==> src/spi_frame_pkg.sv <==
// Purpose: shared constants for the byte-wide serial port
// Assumes: registers sit on word-aligned APB addresses (index times four)
// Notes: printed offsets are kept as indices; byte address is derived
package spi_frame_pkg;

  // register indices as printed, and their APB byte addresses
  localparam logic [7:0] CTRL_IDX = 8'h10;
  localparam logic [7:0] STAT_IDX = 8'h11;
  localparam logic [7:0] DATA_IDX = 8'h12;
  localparam logic [7:0] CTRL_ADDR = {CTRL_IDX[5:0], 2'b00};
  localparam logic [7:0] STAT_ADDR = {STAT_IDX[5:0], 2'b00};
  localparam logic [7:0] DATA_ADDR = {DATA_IDX[5:0], 2'b00};

  // control_reg fields
  localparam int CTRL_RIE = 7;
  localparam int CTRL_MASTER = 5;
  localparam int CTRL_CPOL = 4;
  localparam int CTRL_CPHA = 3;
  localparam int CTRL_SPE = 1;
  localparam int CTRL_TIE = 0;
  localparam logic [7:0] CTRL_RESET = 8'h28;
  localparam logic [7:0] CTRL_WMASK = 8'hbb;

  // status_and_control_reg fields
  localparam int STAT_RXFULL = 7;
  localparam int STAT_ERROR_INTERRUPT_ENABLE = 6;
  localparam int STAT_OVERFLOW_FLAG = 5;
  localparam int STAT_MODE_FAULT_FLAG = 4;
  localparam int STAT_TXEMPTY = 3;
  localparam int STAT_MODE_FAULT_DETECT_ENABLE = 2;
  localparam int STAT_RATE_HI = 1;
  localparam int STAT_RATE_LO = 0;

  // rate field codes and divider lengths in bus cycles
  localparam logic [1:0] RATE_DIVIDE_BY_TWO_RATE = 2'h0;
  localparam logic [1:0] RATE_DIVIDE_BY_EIGHT_RATE = 2'h1;
  localparam logic [1:0] RATE_DIVIDE_BY_THIRTY_TWO_RATE = 2'h2;
  localparam logic [1:0] RATE_DIVIDE_BY_ONE_TWENTY_EIGHT_RATE = 2'h3;
  localparam logic [7:0] DIVIDE_BY_TWO_RATE_CYCLES = 8'h02;
  localparam logic [7:0] DIVIDE_BY_EIGHT_RATE_CYCLES = 8'h08;
  localparam logic [7:0] DIVIDE_BY_THIRTY_TWO_RATE_CYCLES = 8'h20;
  localparam logic [7:0] DIVIDE_BY_ONE_TWENTY_EIGHT_RATE_CYCLES = 8'h80;

  // sixteen clock edges make one byte
  localparam logic [4:0] EDGES_PER_BYTE = 5'h10;

  // transfer state
  typedef enum logic [1:0] {
    ST_IDLE = 2'b01,
    ST_RUN = 2'b10
  } xfer_state_t;

endpackage

==> src/pin_sync.sv <==
// Purpose: two-stage synchroniser for pins entering the bus clock domain
// Assumes: the first stage is read only by the second
// Notes: reset value chosen per bit so idle pins look idle
`timescale 1ns/1ps
module pin_sync #(
  parameter int W = 1,
  parameter logic [W-1:0] INIT = '0
) (
  // clock and reset
  input wire logic clk_in,
  input wire logic rstn_in,
  // pins in, synchronised copy out
  input wire logic [W-1:0] d_in,
  output logic [W-1:0] q_out
);

  logic [W-1:0] meta;

  // double register against metastability
  always_ff @(posedge clk_in or negedge rstn_in)
  begin
    if (!rstn_in)
    begin
      meta <= INIT;
      q_out <= INIT;
    end
    else
    begin
      meta <= d_in;
      q_out <= meta;
    end
  end

endmodule

==> src/spi_frame.sv <==
// Purpose: byte serial port, master or slave, with APB registers
// Assumes: APB with zero wait states; pins sampled on the bus clock
// Notes: a slave link clock must stay well below the bus clock
//
// Implementation choice: the APB slave port.
`timescale 1ns/1ps
module spi_frame
  import spi_frame_pkg::*;
(
  // clock and reset
  input wire logic CLOCK_IN,
  input wire logic RSTN_IN,
  // APB slave
  input wire logic PSEL_IN,
  input wire logic PENABLE_IN,
  input wire logic PWRITE_IN,
  input wire logic [7:0] PADDR_IN,
  input wire logic [31:0] PWDATA_IN,
  output logic [31:0] PRDATA_OUT,
  output logic PREADY_OUT,
  output logic PSLVERR_OUT,
  // serial link pins
  input wire logic SCK_IN,
  output logic SCK_OUT,
  output logic SCK_OE_OUT,
  input wire logic MOSI_IN,
  output logic MOSI_OUT,
  output logic MOSI_OE_OUT,
  input wire logic MISO_IN,
  output logic MISO_OUT,
  output logic MISO_OE_OUT,
  input wire logic SS_N_IN,
  // interrupt requests
  output logic RX_IRQ_OUT,
  output logic TX_IRQ_OUT
);

  logic rst_meta;
  logic rst_n;
  logic [3:0] pin_q;
  logic sck_s, mosi_s, miso_s, ss_s;
  logic sck_prev, ss_prev;
  logic [7:0] ctrl;
  logic error_interrupt_enable, mode_fault_detect_enable;
  logic [1:0] rate;
  logic [7:0] tx_buf, shreg, rx_data;
  logic tx_full, rx_full, overflow_flag, drop, rd_armed, overflow_flag_armed;
  logic sample_bit, sck_act;
  logic [4:0] ecnt, next_ecnt;
  logic [6:0] div_cnt, div_last, half_last;
  logic [7:0] wait_cnt;
  xfer_state_t state;
  logic port_enable_bit, cpol, cpha, master_on, slave_on, running;
  logic half_tick, boundary, m_start, s_start, m_edge, s_edge, edge_ev;
  logic sample_now, shift_now, first_sample, done, din, load_shift;
  logic wr, rd, hit;
  logic [7:0] rd_mux;

  // reset released through two flops
  always_ff @(posedge CLOCK_IN or negedge RSTN_IN)
  begin
    if (!RSTN_IN)
    begin
      rst_meta <= 1'b0;
      rst_n <= 1'b0;
    end
    else
    begin
      rst_meta <= 1'b1;
      rst_n <= rst_meta;
    end
  end

  // pins cross into the bus clock domain; select idles high
  pin_sync #(.W(4), .INIT(4'h1)) u_pin_sync (
    .clk_in(CLOCK_IN),
    .rstn_in(rst_n),
    .d_in({SCK_IN, MOSI_IN, MISO_IN, SS_N_IN}),
    .q_out(pin_q)
  );
  assign sck_s = pin_q[3];
  assign mosi_s = pin_q[2];
  assign miso_s = pin_q[1];
  assign ss_s = pin_q[0];

  // decoded control
  assign port_enable_bit = ctrl[CTRL_SPE];
  assign cpol = ctrl[CTRL_CPOL];
  assign cpha = ctrl[CTRL_CPHA];
  assign master_on = port_enable_bit & ctrl[CTRL_MASTER];
  assign slave_on = port_enable_bit & ~ctrl[CTRL_MASTER];
  assign running = (state == ST_RUN);

  // APB decode; zero wait states, unmapped addresses answer with an error
  assign wr = PSEL_IN & PENABLE_IN & PWRITE_IN;
  assign rd = PSEL_IN & PENABLE_IN & ~PWRITE_IN;
  assign hit = (PADDR_IN == CTRL_ADDR) | (PADDR_IN == STAT_ADDR) | (PADDR_IN == DATA_ADDR);
  assign PREADY_OUT = 1'b1;
  assign PSLVERR_OUT = PSEL_IN & PENABLE_IN & ~hit;

  // read mux; modes fault detection is not built here, so its flag reads zero
  always_comb
  begin
    rd_mux = 8'h00;
    if (PADDR_IN == CTRL_ADDR)
      rd_mux = ctrl;
    else if (PADDR_IN == STAT_ADDR)
      rd_mux = {rx_full, error_interrupt_enable, overflow_flag, 1'b0, ~tx_full, mode_fault_detect_enable, rate};
    else if (PADDR_IN == DATA_ADDR)
      rd_mux = rx_data;
  end

  // read data captured in the setup cycle, shown during access
  always_ff @(posedge CLOCK_IN or negedge rst_n)
  begin
    if (!rst_n)
      PRDATA_OUT <= 32'h0;
    else if (PSEL_IN & ~PENABLE_IN & ~PWRITE_IN)
      PRDATA_OUT <= {24'h0, rd_mux};
  end

  // control register; software clears enable before changing polarity/phase
  always_ff @(posedge CLOCK_IN or negedge rst_n)
  begin
    if (!rst_n)
      ctrl <= CTRL_RESET;
    else if (wr & (PADDR_IN == CTRL_ADDR))
      ctrl <= PWDATA_IN[7:0] & CTRL_WMASK;
  end

  // writable status bits
  always_ff @(posedge CLOCK_IN or negedge rst_n)
  begin
    if (!rst_n)
    begin
      error_interrupt_enable <= 1'b0;
      mode_fault_detect_enable <= 1'b0;
      rate <= RATE_DIVIDE_BY_TWO_RATE;
    end
    else if (wr & (PADDR_IN == STAT_ADDR))
    begin
      error_interrupt_enable <= PWDATA_IN[STAT_ERROR_INTERRUPT_ENABLE];
      mode_fault_detect_enable <= PWDATA_IN[STAT_MODE_FAULT_DETECT_ENABLE];
      rate <= PWDATA_IN[STAT_RATE_HI:STAT_RATE_LO];
    end
  end

  // divider length from the rate field
  always_comb
  begin
    unique case (rate)
      RATE_DIVIDE_BY_TWO_RATE: div_last = 7'(DIVIDE_BY_TWO_RATE_CYCLES - 8'h01);
      RATE_DIVIDE_BY_EIGHT_RATE: div_last = 7'(DIVIDE_BY_EIGHT_RATE_CYCLES - 8'h01);
      RATE_DIVIDE_BY_THIRTY_TWO_RATE: div_last = 7'(DIVIDE_BY_THIRTY_TWO_RATE_CYCLES - 8'h01);
      RATE_DIVIDE_BY_ONE_TWENTY_EIGHT_RATE: div_last = 7'(DIVIDE_BY_ONE_TWENTY_EIGHT_RATE_CYCLES - 8'h01);
    endcase
    half_last = 7'(div_last >> 1);
  end

  // free-running divider, held at zero to save power when not master
  always_ff @(posedge CLOCK_IN or negedge rst_n)
  begin
    if (!rst_n)
      div_cnt <= 7'h00;
    else if (!master_on || div_cnt == div_last)
      div_cnt <= 7'h00;
    else
      div_cnt <= div_cnt + 7'h01;
  end

  // link edges fall on bus clock edges, one per half bit time
  assign half_tick = master_on & ((div_cnt == half_last) | (div_cnt == div_last));
  assign boundary = master_on & (div_cnt == div_last);

  // master starts at the next bit boundary after a data write
  assign m_start = master_on & ~running & tx_full & boundary;

  // slave start: select fall for phase 0, first leading edge for phase 1
  assign s_start = slave_on & ~running & ~ss_s &
                   (cpha ? (sck_s != sck_prev) & (sck_s != cpol) : ss_prev);

  // edge events; the master ignores its own select input
  assign m_edge = master_on & running & half_tick;
  assign s_edge = slave_on & running & ~ss_s & (sck_s != sck_prev);
  assign edge_ev = m_edge | s_edge;
  assign next_ecnt = ecnt + 5'h01;
  assign sample_now = edge_ev & (next_ecnt[0] ^ cpha);
  assign shift_now = edge_ev & ~(next_ecnt[0] ^ cpha);
  assign first_sample = sample_now & (next_ecnt == (cpha ? 5'h02 : 5'h01));
  assign done = edge_ev & (next_ecnt == EDGES_PER_BYTE);
  assign din = ctrl[CTRL_MASTER] ? miso_s : mosi_s;

  // buffer moves to the shifter only while idle
  assign load_shift = tx_full & (m_start | (slave_on & ~running));

  // previous pin levels for edge detection
  always_ff @(posedge CLOCK_IN or negedge rst_n)
  begin
    if (!rst_n)
    begin
      sck_prev <= 1'b0;
      ss_prev <= 1'b1;
    end
    else
    begin
      sck_prev <= sck_s;
      ss_prev <= ss_s;
    end
  end

  // transfer state; a select rise aborts a slave byte
  always_ff @(posedge CLOCK_IN or negedge rst_n)
  begin
    if (!rst_n)
      state <= ST_IDLE;
    else if (!port_enable_bit)
      state <= ST_IDLE;
    else if (m_start | s_start)
      state <= ST_RUN;
    else if (done | (slave_on & ss_s))
      state <= ST_IDLE;
  end

  // edge counter; phase 1 counts the starting edge as the first
  always_ff @(posedge CLOCK_IN or negedge rst_n)
  begin
    if (!rst_n)
      ecnt <= 5'h00;
    else if (m_start | s_start)
      ecnt <= cpha ? 5'h01 : 5'h00;
    else if (edge_ev)
      ecnt <= next_ecnt;
  end

  // master clock: phase 0 holds inactive for the first half cycle
  always_ff @(posedge CLOCK_IN or negedge rst_n)
  begin
    if (!rst_n)
      sck_act <= 1'b0;
    else if (m_start)
      sck_act <= cpha;
    else if (m_edge)
      sck_act <= ~sck_act;
    else if (!running)
      sck_act <= 1'b0;
  end

  // transmit buffer; a write while busy waits for the byte end
  always_ff @(posedge CLOCK_IN or negedge rst_n)
  begin
    if (!rst_n)
    begin
      tx_buf <= 8'h00;
      tx_full <= 1'b0;
    end
    else if (wr & (PADDR_IN == DATA_ADDR))
    begin
      tx_buf <= PWDATA_IN[7:0];
      tx_full <= 1'b1;
    end
    else if (!port_enable_bit | load_shift)
      tx_full <= 1'b0;
  end

  // shifter: MSB out first, captured bit enters at the bottom
  always_ff @(posedge CLOCK_IN or negedge rst_n)
  begin
    if (!rst_n)
      shreg <= 8'h00;
    else if (!port_enable_bit)
      shreg <= 8'h00;
    else if (load_shift)
      shreg <= tx_buf;
    else if (shift_now)
      shreg <= {shreg[6:0], sample_bit};
  end

  // captured bit waits for the following shift edge
  always_ff @(posedge CLOCK_IN or negedge rst_n)
  begin
    if (!rst_n)
      sample_bit <= 1'b0;
    else if (sample_now)
      sample_bit <= din;
  end

  // byte dropped when the previous one was unread at the first capture
  always_ff @(posedge CLOCK_IN or negedge rst_n)
  begin
    if (!rst_n)
      drop <= 1'b0;
    else if (m_start | s_start)
      drop <= 1'b0;
    else if (first_sample & rx_full)
      drop <= 1'b1;
  end

  // receive register keeps the unread byte on overflow
  always_ff @(posedge CLOCK_IN or negedge rst_n)
  begin
    if (!rst_n)
      rx_data <= 8'h00;
    else if (done & ~drop)
      rx_data <= cpha ? {shreg[6:0], din} : {shreg[6:0], sample_bit};
  end

  // clear sequence arming; overflow clears only if it was seen set
  always_ff @(posedge CLOCK_IN or negedge rst_n)
  begin
    if (!rst_n)
    begin
      rd_armed <= 1'b0;
      overflow_flag_armed <= 1'b0;
    end
    else if (rd & (PADDR_IN == STAT_ADDR))
    begin
      rd_armed <= 1'b1;
      overflow_flag_armed <= overflow_flag;
    end
    else if (rd & (PADDR_IN == DATA_ADDR))
    begin
      rd_armed <= 1'b0;
      overflow_flag_armed <= 1'b0;
    end
  end

  // receive-full flag; a new byte wins over a clearing read
  always_ff @(posedge CLOCK_IN or negedge rst_n)
  begin
    if (!rst_n)
      rx_full <= 1'b0;
    else if (done & ~drop)
      rx_full <= 1'b1;
    else if (rd & (PADDR_IN == DATA_ADDR) & rd_armed)
      rx_full <= 1'b0;
  end

  // overflow flag; setting wins over clearing
  always_ff @(posedge CLOCK_IN or negedge rst_n)
  begin
    if (!rst_n)
      overflow_flag <= 1'b0;
    else if (first_sample & rx_full)
      overflow_flag <= 1'b1;
    else if (rd & (PADDR_IN == DATA_ADDR) & overflow_flag_armed)
      overflow_flag <= 1'b0;
  end

  // pins: slave data only while selected, so one slave drives at a time
  assign SCK_OUT = cpol ^ sck_act;
  assign SCK_OE_OUT = master_on;
  assign MOSI_OUT = shreg[7];
  assign MOSI_OE_OUT = master_on;
  assign MISO_OUT = shreg[7];
  assign MISO_OE_OUT = slave_on & ~ss_s;

  // shared receive/error request; overflow masks the receive-full path
  assign RX_IRQ_OUT = ctrl[CTRL_RIE] & ((rx_full & ~overflow_flag & port_enable_bit) | (error_interrupt_enable & overflow_flag));
  assign TX_IRQ_OUT = ctrl[CTRL_TIE] & ~tx_full;

  // cycles a queued master byte has waited, watched below
  always_ff @(posedge CLOCK_IN or negedge rst_n)
  begin
    if (!rst_n)
      wait_cnt <= 8'h00;
    else if (master_on & ~running & tx_full)
      wait_cnt <= wait_cnt + 8'h01;
    else
      wait_cnt <= 8'h00;
  end
endmodule

==> config.mk <==
export PLATFORM = sky130hd
export DESIGN_NAME = spi_frame
export DESIGN_NICKNAME = d
export VERILOG_FILES = /design/src/spi_frame_pkg.sv /design/src/pin_sync.sv /design/src/spi_frame.sv
export SDC_FILE = /design/constraint.sdc
export NUM_CORES = 1
export LEC_CHECK = 0
export ABC_AREA = 1
export BUFFER_PORTS_ARGS = -buffer_cell sky130_fd_sc_hd__buf_2
export CAP_MARGIN = 20
export CORE_MARGIN = 2
export CORE_UTILIZATION = 49
export CTS_CLUSTER_SIZE = 20
export DETAILED_ROUTE_END_ITERATION = 6
export PLACE_DENSITY_LB_ADDON = 0.25
export SYNTH_ARGS = -nofsm -noshare
export SYNTH_HDL_FRONTEND = slang
export SYNTH_SLANG_ARGS = --single-unit
==> constraint.sdc <==
create_clock -name CLOCK_IN -period 2.2 [get_ports CLOCK_IN]
set_clock_uncertainty 0.2 [all_clocks]
set_input_delay 0.11 -clock CLOCK_IN [delete_from_list [all_inputs] [get_ports CLOCK_IN]]
set_output_delay 0.11 -clock CLOCK_IN [all_outputs]
set_load 0.03 [all_outputs]
# == Word-level counts from Yosys, hierarchy flattened ==
# Cells that the tools add are included.
# totals
register_bits,76
input_bits,49
out_inout_bits,42
wordCells,150
# op_classes
add_sub_neg,2
eq_ne,16
muxes,32
bitwise,65
reduce_logical,10
# op_table
op,n
$mux W8,6
$and A1 B1 Y1,43
$pmux W7 S4,1
$eq A8 B7 Y1 const B,3
$mux W1,18
$reduce_bool A2 Y1,6
$not A1 Y1,11
$mux W5,2
$ne A3 B1 Y1 const B,3
$or A1 B1 Y1,9
$mux W2,4
$add A7 B1 Y7 const B,1
$eq A7 B6 Y1,1
$eq A7 B7 Y1,1
$mux W7,1
$eq A2 B2 Y1 const B,3
$add A5 B1 Y5 const B,1
$eq A5 B2 Y1,1
$eq A5 B5 Y1 const B,1
$eq A2 B1 Y1 const B,1
$logic_not A1 Y1,2
$logic_not A2 Y1,1
$ne A1 B1 Y1,2
$xor A1 B1 Y1,2
$logic_or A1 B1 Y1,1

# == Longest topological paths before layout ==
# logic_depth
ltp_word,12
ltp_mapped,14
mapped_depth_nobuf,13

# == By module ==
# A second synthesis with hierarchy kept.
# hier_totals
hier_cells,468
hier_area_um2,3893.7
# by_module_without_submodules
module,n_inst,cells_per_inst,area_each_um2,seq_area_each_um2
spi_frame,1,460,3691.0,1706.6
pin_sync,1,8,202.7,202.7

# == Least setup slack after synthesis ==
# No wires, ideal clock.
# synth_path
path_kind,reg2reg
from,reg ctrl[1]
to,reg rx_data[7]
setup_time_ns,0.117
arrival_ns,1.767
t_required_ns,1.883
slack_ns,0.116
stages_incl_launch_ff,11
path_buffers,1
cell_sequence,dfrtp_1 -> inv_1 -> nor2_1 -> inv_1 -> nor2_1 -> nand3_1 -> nand2_4 -> nand3_4 -> buf_6 -> nand2_2 -> o21ai_2
# synth_via
elab_chain_len,7
elab_cells_between_ends,11
# synth_lines
item,line,text
from (decl),spi_frame.sv:43,logic [7:0] ctrl;
from (signal assigned),spi_frame.sv:128,ctrl <= PWDATA_IN[7:0] & CTRL_WMASK;
$and A1 B1 Y1,spi_frame.sv:91,assign slave_on = port_enable_bit & ~ctrl[CTRL_MASTER];
$and A1 B1 Y1 (3 in a row),spi_frame.sv:184,assign s_edge = slave_on & running & ~ss_s & (sck_s != sck_prev);
$or A1 B1 Y1 *,spi_frame.sv:185,assign edge_ev = m_edge | s_edge;
$and A1 B1 Y1 *,spi_frame.sv:190,assign done = edge_ev & (next_ecnt == EDGES_PER_BYTE);
$and A1 B1 Y1 *,spi_frame.sv:303,else if (done & ~drop)
to (signal assigned),spi_frame.sv:304,"rx_data <= cpha ? {shreg[6:0], din} : {shreg[6:0], sample_bit};"
to (decl),spi_frame.sv:46,"logic [7:0] tx_buf, shreg, rx_data;"
# Mark *: on every way between the ends. The rest lies on a longest branch, timed or not.
# A chain may end at the register's enable or synchronous reset.

# == Worst setup path in the final report ==
# layout_path
from,reg rate[1]
to,reg rx_data[3]
# layout_via
elab_chain_len,9
elab_cells_between_ends,13
# layout_lines
item,line,text
from (decl),spi_frame.sv:45,logic [1:0] rate;
from (signal assigned),spi_frame.sv:144,rate <= PWDATA_IN[STAT_RATE_HI:STAT_RATE_LO];
"$eq A2 B2 Y1, or another cell as far along",spi_frame.sv:151,unique case (rate)
$pmux W7 S4 *,spi_frame.sv:151,
$eq A7 B6 Y1 or $eq A7 B7 Y1 (tied branches),spi_frame.sv:172,assign half_tick = master_on & ((div_cnt == half_last) | (div_cnt == div_last));
$or A1 B1 Y1 *,spi_frame.sv:172,
$and A1 B1 Y1 *,spi_frame.sv:172,
$and A1 B1 Y1 *,spi_frame.sv:183,assign m_edge = master_on & running & half_tick;
$or A1 B1 Y1 *,spi_frame.sv:185,
$and A1 B1 Y1 *,spi_frame.sv:190,
$and A1 B1 Y1 *,spi_frame.sv:303,
# Mark *: on every way between the ends. The rest lies on a longest branch, timed or not. The select of a mux whose other input is x is not followed.

==> impl_metrics.json <==
{
  "status": "complete, no violations",
  "maxSlewHeadroom_pct": 65.1,
  "fin_util_pct": 59.2,
  "synth_area_per_cell_sq_um": 8.23,
  "post_dp_cell_area_sq_mm": 0.00417,
  "cts_made_buffers": 9,
  "cellPowerDensity_mw_per_mm2": 616,
  "cap_viol_max_count": 0,
  "vias_per_cell": 4.81,
  "synth_edf_count": 0,
  "fin_crit_sh_pct": 94.4,
  "final.min_clock_period_ns": 2.08,
  "cp_common_cell": "nand2_1",
  "rows": 32,
  "grt_use_total_pct": 19.9,
  "synth-xor-area-share_pct": 1.57,
  "p_leak_nw": 2.36,
  "syn_area_sq_mm": 0.00391,
  "crit_chain": "inv_1 > nand2_1 > nand2_1 > nand2_1 > nor2_4 > nand3_2 > nand2_2 > nand2_2 > nand2_4 > nand3_2 > o21ai_2",
  "cts_max_level": 3,
  "yosysWarnings": 0,
  "worst_slew_pin_slew_ns": 0.523,
  "setup_viol": 0,
  "synth_compound_area_share_pct": 10.1,
  "io_buffer_count": 41,
  "regToRegSetupSlack_ns": 0.12,
  "p_int_mw": 2.13,
  "crit_family": "simple AND/OR/NAND/NOR gates",
  "clk_pin_slew_ns": 0.09,
  "place_hpwl_microns": 5730,
  "critPathKind": "reg -> reg",
  "maxSlewViolCount": 0,
  "clkLatencyLatePin_ns": 0.35,
  "finalPower_mw": 2.82,
  "ys.flop_type": "dfrtp_1",
  "seqCellArea_sq_mm": 0.00191,
  "max_stage_delay_ns": 0.40,
  "die_x_microns": 93.3,
  "r2r_cells": 11,
  "ys_ff_latch": 76,
  "cp_max_fo": 9,
  "antenna_found_initial": 0,
  "areaGrowthSynthToFinish_pct": 17.2,
  "slowest_stage": "dfrtp_1",
  "critPathArrivalTime_ns": 2.16,
  "fin_area_sq_mm": 0.00458,
  "pre_cts_ws_ns": 0.133,
  "critical_path.startpoint_type": "flop",
  "muxShareOfSynthArea_pct": 0.256,
  "fin_tns_setup_ns": 0,
  "first_pass_iters": 4,
  "min_path_cells": 5,
  "die_area_sq_mm": 0.00870,
  "gp_congestion": 0.858,
  "layout-drive-gt1-share_pct": 18.6,
  "drt_iter0_drc": 196,
  "p_switching_mw": 0.695,
  "clock_power_share_pct": 42.0,
  "grt_pass1_vias": 2932,
  "synth_async_sr_flop_share_pct": 100,
  "synth_fa_ha_area_share_pct": 0.961,
  "globalRouteOverflowTotal": 0,
  "fmax_ghz": 0.482,
  "cts.sinks": 76,
  "synth_cells": 475,
  "dr_total_vias": 3131,
  "grt_max_degree": 53,
  "rsz0062_at_grt": "yes",
  "setup_ws_ns": 0.124,
  "swShare_pct": 24.6,
  "start_util_pct": 50.6,
  "coreArea_sq_mm": 0.00773,
  "multi_input_area_sq_mm": 0.00161,
  "required_ns": 2.28,
  "seq_area_frac_synth_pct": 48.9,
  "layout.nets": 596,
  "cp.depth": 11,
  "ant_nets": 0,
  "hold_violations": 0,
  "io_pins": 91,
  "root_buffer": "clkbuf_8",
  "grt_pass1_wl_microns": 13600,
  "synth_top_family_by_area": "simple AND/OR/NAND/NOR gates",
  "drcViolationCount": 0,
  "ys_types": 41,
  "combPwrFrac_pct": 7.2,
  "cts_tree": "yes",
  "diodes": 0,
  "chipHeight_microns": 93.3,
  "fill_cells": 699,
  "hold_path_class": "in -> reg",
  "wire_per_inst_microns": 12.4,
  "end_kind": "flop",
  "wirelength_microns": 8100,
  "clk_path_buf_depth": 2,
  "synthSimpleGateAreaFrac_pct": 25.6,
  "critical_path_buf_inv_count": 1,
  "power_frac_seq_pct": 50.8,
  "vdd_drop_max_v": 0.000505
}
## logic make-up after synthesis
logic type,after synthesis
flops,76
compound gates,64
other cells,2
simple gates,223
fa+ha+maj,3
buf+inv,99
xor+xnor,7
mux,1
## cells in the mapped netlist, types with 4 or more instances
master | instances | area [sq um]
nand3_1 | 42 | 210
nand4_1 | 4 | 25.0
o21ai_2 | 8 | 70.1
clkbuf_1 | 5 | 18.8
a21oi_1 | 7 | 35.0
o21ai_0 | 34 | 170
dfrtp_1 | 70 | 1750
inv_1 | 62 | 233
buf_4 | 27 | 203
nand2_4 | 4 | 45.0
nor2_1 | 28 | 105
dfstp_2 | 6 | 158
nand2_1 | 127 | 477
xor2_1 | 5 | 43.8
nand2_2 | 6 | 37.5
## cell type report
type,count,area share (%)
Sequential cell,76,41.7
Tap cell,102,2.79
Inverter,64,5.25
Clock inverter,7,2.21
Clock buffer,9,2.71
Timing Repair Buffer,68,10.1
Multi-Input combinational cell,325,35.2
## worst reg2reg max path, cell delays in order (launching register included)
cell	delay [ns]
dfrtp_1	0.40
inv_1	0.18
nand2_1	0.07
nand2_1	0.08
nand2_1	0.09
nor2_4	0.11
nand3_2	0.10
nand2_2	0.09
nand2_2	0.07
nand2_4	0.15
nand3_2	0.27
o21ai_2	0.20
## cell usage in the layout (no fill, tap or decap), types with 4 or more instances in the layout
cell type,instances
nand2_1,127
dfrtp_1,69
inv_1,62
nand3_1,42
buf_2,41
o21ai_0,34
nor2_1,27
conb_1,26
dlygate4sd3_1,17
clkbuf_8,9
buf_4,9
o21ai_2,8
a21oi_1,7
nand2_2,6
dfstp_2,6
xor2_1,5
nand4_1,4
nand2_4,4
## repair_timing
action	in CTS	in global routing
buffers inserted	0	0
endpoints found under the setup margin	0	19
hold buffers	17	0
gates resized for setup	0	1
hold endpoints to repair	29	0
## power groups by stage
stage	combinational (mW)	sequential [mW]	clock, mW
2_1_floorplan	0.138	1.48	0
3_3_place_gp	0.178	1.46	0
3_5_place_dp	0.181	1.46	0
4_1_cts	0.204	1.43	1.21
5_1_grt	0.226	1.44	1.27
6_report	0.204	1.43	1.18
## sequential cells by signal, indices dropped and copies added, names as in the netlist, 2 cells and up
signal / flops
div_cnt: 7
u_pin_sync.q_out: 4
PRDATA_OUT: 8
rate: 2
ctrl: 6
u_pin_sync.meta: 4
shreg: 8
tx_buf: 8
state: 2
rx_data: 8
ecnt: 5
## stage by stage
stage | std cells | hold WS, ns
2_1_floorplan | 499 | -0.386
3_3_place_gp | 617 | -0.305
3_5_place_dp | 617 | -0.301
4_1_cts | 650 | 0.0414
5_1_grt | 651 | 0.111
6_report | 651 | 0.0628
## per-layer routing
metal / routed length (microns) / GRT usage (%)
met5: 0 / 0
met4: 124 / 7.72
met2: 3620 / 30.2
met1: 3870 / 29.0
met3: 487 / 2.98
## final timing paths
path	startpoint	endpoint
min in group asynchronous	rst_n	ctrl[4]
worst min register to register	rst_n	ctrl[4]
worst max register to register	rate[1]	rx_data[3]
worst min-delay path	PSEL_IN	rd_armed
worst max-delay path	rate[1]	rx_data[3]
max in group asynchronous	RSTN_IN	rst_n
No activity file was read; power rests on OpenSTA's default activity.
